<file path="config.mk">
export PLATFORM = sky130hd
export DESIGN_NAME = rsp_unit
export DESIGN_NICKNAME = d
export VERILOG_FILES = /design/src/rsp_pkg.sv /design/src/rsp_unit.sv
export SDC_FILE = /design/constraint.sdc
export NUM_CORES = 2
export LEC_CHECK = 0
export BUFFER_PORTS_ARGS = -buffer_cell sky130_fd_sc_hd__clkbuf_2
export CAP_MARGIN = 0
export CORE_ASPECT_RATIO = 0.8
export CORE_MARGIN = 2
export CORE_UTILIZATION = 32
export DETAILED_ROUTE_END_ITERATION = 10
export HOLD_SLACK_MARGIN = 0.1
export PLACE_DENSITY = 0.53
export SYNTH_ARGS = -nofsm -noshare
export SYNTH_HDL_FRONTEND = slang
export SYNTH_SLANG_ARGS = --single-unit
</file>
<file path="constraint.sdc">
create_clock -name pclk -period 4.21 [get_ports pclk]
set_input_delay 0.421 -clock pclk [delete_from_list [all_inputs] [get_ports pclk]]
set_output_delay 0.421 -clock pclk [all_outputs]
set_load 0.1 [all_outputs]
</file>
<file path="src/rsp_pkg.sv">
// Purpose: Shared constants for the return stack pointer unit.
// Assumes: APB register map with 32-bit aligned words.
// Notes: Offsets are byte addresses.
package rsp_pkg;
  localparam int unsigned LEVEL_W      = 5;
  localparam int unsigned DEPTH        = 31;
  localparam int unsigned PC_W         = 21;
  localparam logic [4:0]  LEVEL_TOP    = 5'h1F;
  localparam logic [4:0]  LEVEL_EMPTY  = 5'h00;
  localparam int unsigned FULL_BIT     = 7;
  localparam int unsigned UNDER_BIT    = 6;
  localparam logic [7:0]  LEVEL_RST    = 8'h00;
  localparam logic [11:0] OFF_LEVEL    = 12'h000;
  localparam logic [11:0] OFF_TOP_LOW  = 12'h004;
  localparam logic [11:0] OFF_TOP_HIGH = 12'h008;
  localparam logic [11:0] OFF_TOP_UPR  = 12'h00C;
  localparam logic [11:0] OFF_CONFIG   = 12'h010;
  localparam int unsigned RESET_BIT    = 0;
  localparam logic [4:0]  UPPER_MASK_W = 5'h05;
  localparam logic [7:0]  CONFIG_RST   = 8'h00;
endpackage

</file>
<file path="src/rsp_unit.sv">
// Purpose: Return address stack with level register, fault flags and fault reset.
// Assumes: Core issues at most one push or pop per cycle; APB master from same clock.
// Notes: Entries live in a local array indexed by the stack level.
// Contract
// - Eight-bit level register, flags, pointer.
// - Full flag set when stack fills.
// - Underflow flag set on underflow.
// - Flags cleared only by software or reset.
// - Top entry readable and writable.
// - Push increments level, stores program counter.
// - Software may overwrite pushed entry bytes.
// - Pop decrements level, discarding top.
// - Push and pop never stall core.
// - Reset enable clear: flag only.
// - Reset enable set: flag and reset at the same edge.
`timescale 1ns/1ps
module rsp_unit (
  input  wire logic        pclk,
  input  wire logic        presetn,
  input  wire logic        psel,
  input  wire logic        penable,
  input  wire logic        pwrite,
  input  wire logic [11:0] paddr,
  input  wire logic [31:0] pwdata,
  output logic      [31:0] prdata,
  output logic             pready,
  output logic             pslverr,
  input  wire logic        push_req,
  input  wire logic        pop_req,
  input  wire logic [20:0] pc_value,
  output logic      [20:0] top_entry,
  output logic             stack_fault_reset
);
  logic [7:0]  level_q;
  logic [7:0]  level_d;
  logic [7:0]  config_q;
  logic [31:0] rdata_q;
  logic [31:0] rdata_d;
  logic        fault_rst_q;
  logic [20:0] entry_mem [0:rsp_pkg::DEPTH];

  wire logic [4:0] level_bits       = level_q[4:0];
  wire logic       stack_full_flag  = level_q[rsp_pkg::FULL_BIT];
  wire logic       stack_under_flag = level_q[rsp_pkg::UNDER_BIT];
  wire logic       stack_fault_reset_enable = config_q[rsp_pkg::RESET_BIT];

  wire logic access   = psel & penable;
  wire logic rd_setup = psel & ~penable & ~pwrite;
  wire logic wr_en    = access & pwrite;
  wire logic rd_en    = access & ~pwrite;
  wire logic hit_lvl  = (paddr == rsp_pkg::OFF_LEVEL);
  wire logic hit_low  = (paddr == rsp_pkg::OFF_TOP_LOW);
  wire logic hit_high = (paddr == rsp_pkg::OFF_TOP_HIGH);
  wire logic hit_upr  = (paddr == rsp_pkg::OFF_TOP_UPR);
  wire logic hit_cfg  = (paddr == rsp_pkg::OFF_CONFIG);
  wire logic hit_any  = hit_lvl | hit_low | hit_high | hit_upr | hit_cfg;

  wire logic wr_lvl  = wr_en & hit_lvl;
  wire logic wr_low  = wr_en & hit_low;
  wire logic wr_high = wr_en & hit_high;
  wire logic wr_upr  = wr_en & hit_upr;

  // A push at the top level overflows and a pop at level zero underflows.
  wire logic at_top      = (level_bits == rsp_pkg::LEVEL_TOP);
  wire logic at_empty    = (level_bits == rsp_pkg::LEVEL_EMPTY);
  wire logic do_push     = push_req & ~pop_req;
  wire logic do_pop      = pop_req & ~push_req;
  wire logic push_ok     = do_push & ~at_top;
  wire logic pop_ok      = do_pop & ~at_empty;
  wire logic becomes_top = push_ok & (level_bits == (rsp_pkg::LEVEL_TOP - 5'h01));
  wire logic full_event  = becomes_top | (do_push & at_top);
  wire logic under_event = do_pop & at_empty;
  wire logic fault_event = full_event | under_event;

  wire logic [4:0]  next_level  = level_d[4:0];
  wire logic [20:0] top_view    = entry_mem[level_bits];

  // Software write takes effect first; hardware events then set flags so
  // that an event in the clearing cycle is not lost.
  always_comb begin
    level_d = level_q;
    if (wr_lvl) begin
      level_d = {pwdata[7:6], 1'b0, pwdata[4:0]};
    end
    if (push_ok) begin
      level_d[4:0] = level_bits + 5'h01;
    end else if (pop_ok) begin
      level_d[4:0] = level_bits - 5'h01;
    end
    if (full_event) begin
      level_d[rsp_pkg::FULL_BIT] = 1'b1;
    end
    if (under_event) begin
      level_d[rsp_pkg::UNDER_BIT] = 1'b1;
    end
  end

  always_comb begin
    rdata_d = 32'h0000_0000;
    if (hit_lvl) begin
      rdata_d = {24'h000000, level_q[7:6], 1'b0, level_q[4:0]};
    end else if (hit_low) begin
      rdata_d = {24'h000000, top_view[7:0]};
    end else if (hit_high) begin
      rdata_d = {24'h000000, top_view[15:8]};
    end else if (hit_upr) begin
      rdata_d = {27'h0000000, top_view[20:16]};
    end else if (hit_cfg) begin
      rdata_d = {24'h000000, config_q};
    end
  end

  // Flags sit outside the fault reset: only presetn or a software write to the level register clears them.
  always_ff @(posedge pclk or negedge presetn) begin
    if (!presetn) begin
      level_q <= rsp_pkg::LEVEL_RST;
    end else begin
      level_q <= level_d;
    end
  end

  always_ff @(posedge pclk or negedge presetn) begin
    if (!presetn) begin
      config_q <= rsp_pkg::CONFIG_RST;
    end else if (wr_en & hit_cfg) begin
      config_q <= {7'h00, pwdata[rsp_pkg::RESET_BIT]};
    end
  end

  // The flag and the reset request are both registered at the edge that ends the fault cycle.
  always_ff @(posedge pclk or negedge presetn) begin
    if (!presetn) begin
      fault_rst_q <= 1'b0;
    end else begin
      fault_rst_q <= fault_event & stack_fault_reset_enable;
    end
  end

  // Entry storage clears on reset so the top view is defined at level zero.
  // The push and the software byte writes share one write port, and the
  // push wins when both land together.
  always_ff @(posedge pclk or negedge presetn) begin
    if (!presetn) begin
      for (int i = 0; i <= rsp_pkg::DEPTH; i++) begin
        entry_mem[i] <= 21'h000000;
      end
    end else if (push_ok) begin
      entry_mem[next_level] <= pc_value;
    end else if (wr_low) begin
      entry_mem[level_bits][7:0] <= pwdata[7:0];
    end else if (wr_high) begin
      entry_mem[level_bits][15:8] <= pwdata[7:0];
    end else if (wr_upr) begin
      entry_mem[level_bits][20:16] <= pwdata[4:0];
    end
  end

  // Read data is captured in the setup cycle so that it stands during the
  // access phase, when the master samples it with pready.
  always_ff @(posedge pclk or negedge presetn) begin
    if (!presetn) begin
      rdata_q <= 32'h0000_0000;
    end else if (rd_setup) begin
      rdata_q <= rdata_d;
    end
  end

  assign prdata            = rdata_q;
  assign pready            = 1'b1;
  assign pslverr           = access & ~hit_any;
  assign top_entry         = top_view;
  assign stack_fault_reset = fault_rst_q;
endmodule // rsp_unit

</file>
==> metrics.txt <==
R2R setup slack 0.04 ns; Flop pwr share 32.7%; met3 Use GR 10.7%; Sw Ratio 42.3%; Crit path buffers/inverters 3; CP Capture Point entry_mem[64]$_DFFE_PN0P_; Synth area leaders dfrtp_1 (47%), a221o_1 (11%), mux4_2 (10%), mux2_2 (5.1%), nor2_1 (4.2%); Post-Route WL 169 mm; DRC violations left 0; drt first pass iters 8; met1 usage 42.2%; largest net degree at the start of global routing 121; root buffer cell clkbuf_16; Worst Path Required 4.75 ns; met2 Use GR 37.4%; Synth area leader dfrtp_1; final-report hold violation count 0; sequential fraction of the synthesis area 46.8%; Crit path top cell by count buf_4; TritonCTS Buffers 75; Clk pwr share 23.5%; P_leak 18.3 nW; first-pass GRT wire length 241 mm; number of global-route vias before repair 30,978; reg2reg end entry_mem[64]$_DFFE_PN0P_; H-tree levels 3; Critical Path Fanout Max 8; Max Transition Viols Final 0; Psw 12.5 mW; grt total ovfl 0; CTS max path bufs 3; critical path endpoint category flip-flop; die width 383 µm; max-cap viol count 0; worst stage delay on the critical path 0.62 ns; CP Depth 11; via count 33,050; clk slew on worst S/H paths 0.07 ns; global routing's busiest layer met1; PnR Total Power 29.6 mW; Least-Margin Pin Slew 1.25 ns; synth-to-layout area growth 16.6%; port bufs 78; Final HPWL DP 116 mm; Worst path slowest cell or3_1; Post-Route Skew 0.0269 ns; Detail Route Antenna Nets 0; cell family with most CP delay simple AND/OR/NAND/NOR gates; worst path arrival time 4.71 ns; post-synth top area share 46.8%; Initial Util 32.2%; status complete, no violations; period utilization 99.0%; CTS tree built; GP Congestion 0.968; Final nets 3,406; synthesized flop and latch total 689; Initial DRC Count 4,962; Die Area 0.118 mm²; Yosys cell types 83; RR Startpoint level_q[0]$_DFF_PN0_; cell row count 111; internal power 17.1 mW; GRT Total Usage 28.2%; Routed wire per std cell 34.4 µm; final hold slack 0.159 ns; Logic pwr share 43.8%; Die Y 308 µm; Tmin final 4.17 ns; number of synthesized flops with an enable pin 0; # IOs 128; Rel. slew slack 16.4%; share of cells above drive strength 1 27.5%; Worst Hold Class in -> reg; clock sink count 689; RSZ-0062 raised after global routing no; via/cell ratio 6.73; top achievable clock speed 240 MHz; VDD IR max 1.05 mV; clock latency on the worst-skew pair 0.68 ns; pwr/cell area 688 mW/mm²; initial antenna violation count 6; cell count after synthesis 3,224; crit path from level_q[0]$_DFF_PN0_; path depth of the worst reg2reg path 11; top_reg_cell synth dfrtp_1; core area 0.114 mm²; Syn Area/Cell 11.4 µm²; Critical Path Start Type flip-flop; crit-path cells inv_1 > ha_1 > nor4b_4 > buf_4 > o31ai_1 > a221o_2 > or3_1 > nor3_2 > a21oi_1 > buf_4 > a221o_1; Yosys warnings 0; kind of critical path reg -> reg; Async SR Flop Fraction 100%; Final setup viols 0; Mapped Area 0.0369 mm²
power groups by stage:
stage | sequential [mW] | clock [mW] | combinational (mW)
6_report | 9.68 | 6.96 | 12.9
5_1_grt | 9.85 | 7.29 | 13.2
4_1_cts | 9.62 | 6.99 | 12.5
3_5_place_dp | 9.68 | 0 | 12.4
3_3_place_gp | 9.68 | 0 | 12.3
2_1_floorplan | 9.25 | 0 | 7.76
cells in the final DEF, fill, tap and decap left out, types with 7 or more instances in the layout:
master     count
mux2_2       168
clkinv_2      10
mux4_2       168
o32a_1         8
nor3_2        10
mux2_1        10
clkbuf_1      12
nand3_1       34
inv_1          7
a22oi_2       17
dfrtp_1      687
a21o_1        82
a31oi_2        7
nand2_1      146
and2_1        46
mux2i_1        7
a221o_1      387
or2_2          7
nor3_1        47
o211ai_1      16
o221ai_1      10
clkbuf_8      18
nor2_2         8
o22ai_1      158
clkbuf_2      69
a21oi_1       38
buf_12        21
o2bb2ai_1      8
o32ai_1       89
conb_1        25
nand4_1       22
o21ai_0       16
clkbuf_16     77
buf_4        275
a22oi_1      100
nor2_1       406
state kept, by name (all words and copies together) (netlist names):
| signal | count |
|---|---|
| config_q | 1 |
| entry_mem | 672 |
| stack_fault_reset | 1 |
| level_q | 7 |
| prdata | 8 |
how the worst min path moves through the flow:
stage	start	endpoint	slack (ns)	cells past startpoint
3_5_place_dp	entry_mem[367]$_DFFE_PN0P_	entry_mem[367]$_DFFE_PN0P_	0.46	1
2_1_floorplan	presetn	config_q[0]$_DFFE_PN0P_	0.13	0
6_report	paddr[4]	config_q[0]$_DFFE_PN0P_	0.16	3
4_1_cts	paddr[4]	config_q[0]$_DFFE_PN0P_	0.12	3
3_3_place_gp	entry_mem[367]$_DFFE_PN0P_	entry_mem[367]$_DFFE_PN0P_	0.45	1
5_1_grt	paddr[4]	config_q[0]$_DFFE_PN0P_	0.14	3
synthesized netlist by cell type, types with 35 or more instances:
master and n:
a21o_1 83, a21oi_1 42, a221o_1 388, a22oi_1 111, and2_1 49, buf_1 40
buf_2 66, clkbuf_1 234, dfrtp_1 689, mux2_2 168, mux4_2 168, nand2_1 147
nand3_1 35, nor2_1 415, nor3_1 52, o22ai_1 158, o32ai_1 90
what timing repair did:
| action | CTS | global route |
|---|---|---|
| cloned | 1 | 0 |
| setup endpoints to repair | 18 | 345 |
| hold endpoints to repair | 81 | 0 |
| pin swaps | 0 | 1 |
| hold buffers | 3 | 0 |
| buffers inserted | 0 | 3 |
| gates resized for setup | 9 | 32 |
worst min-delay path, stage by stage:
cell      delay, ns
clkbuf_2       0.13
nand4_1        0.09
mux2_2         0.15
metrics by stage:
stage | util (%) | setup TNS (ns) | cells | worst slack (ns) | instance area [µm²]
after CTS | 37.4 | -0.000833 | 4904 | -0.000833 | 42800
final | 37.6 | 0 | 4909 | 0.0433 | 43000
after detailed placement | 35.2 | 0 | 4769 | 0.0132 | 40200
after global routing | 37.6 | 0 | 4908 | 0.0137 | 43000
after floorplan | - | 0 | 3247 | 0.268 | 36900
after global placement | 35.2 | 0 | 4769 | 0.0651 | 40200
per-layer routing:
metal	vias to the layer above	part of all wire (%)
met4	4	2.8
met2	2491	40
met3	305	15
met5	-	0.014
met1	17312	42
li1	12938	-
logic make-up (layout without fill, tap and decap cells):
logic type / count (synthesis) / count (layout) / share of synthesized area, %
AOI/OAI and AO/OA: 1006 / 1006 / 23.0
xor gates and xnor gates: 2 / 2 / 0.0475
adders and majority gates: 6 / 6 / 0.204
buffers and inverters: 381 / 516 / 4.42
DFF: 689 / 689 / 46.8
muxes: 357 / 357 / 16.0
other: 2 / 27 / 0.0204
and+or+nand+nor: 781 / 781 / 9.46
layout make-up:
type                            count  area, µm²
Clock inverter                     24        277
Inverter                           11       41.3
Antenna cell                        2       5.00
Tap cell                         1525       1910
Multi-Input combinational cell   2177      18300
Clock buffer                      107       2220
Sequential cell                   689      17200
Timing Repair Buffer              374       2970
Fill cell                       11152      71500
Power figures use the tool's default switching activity.
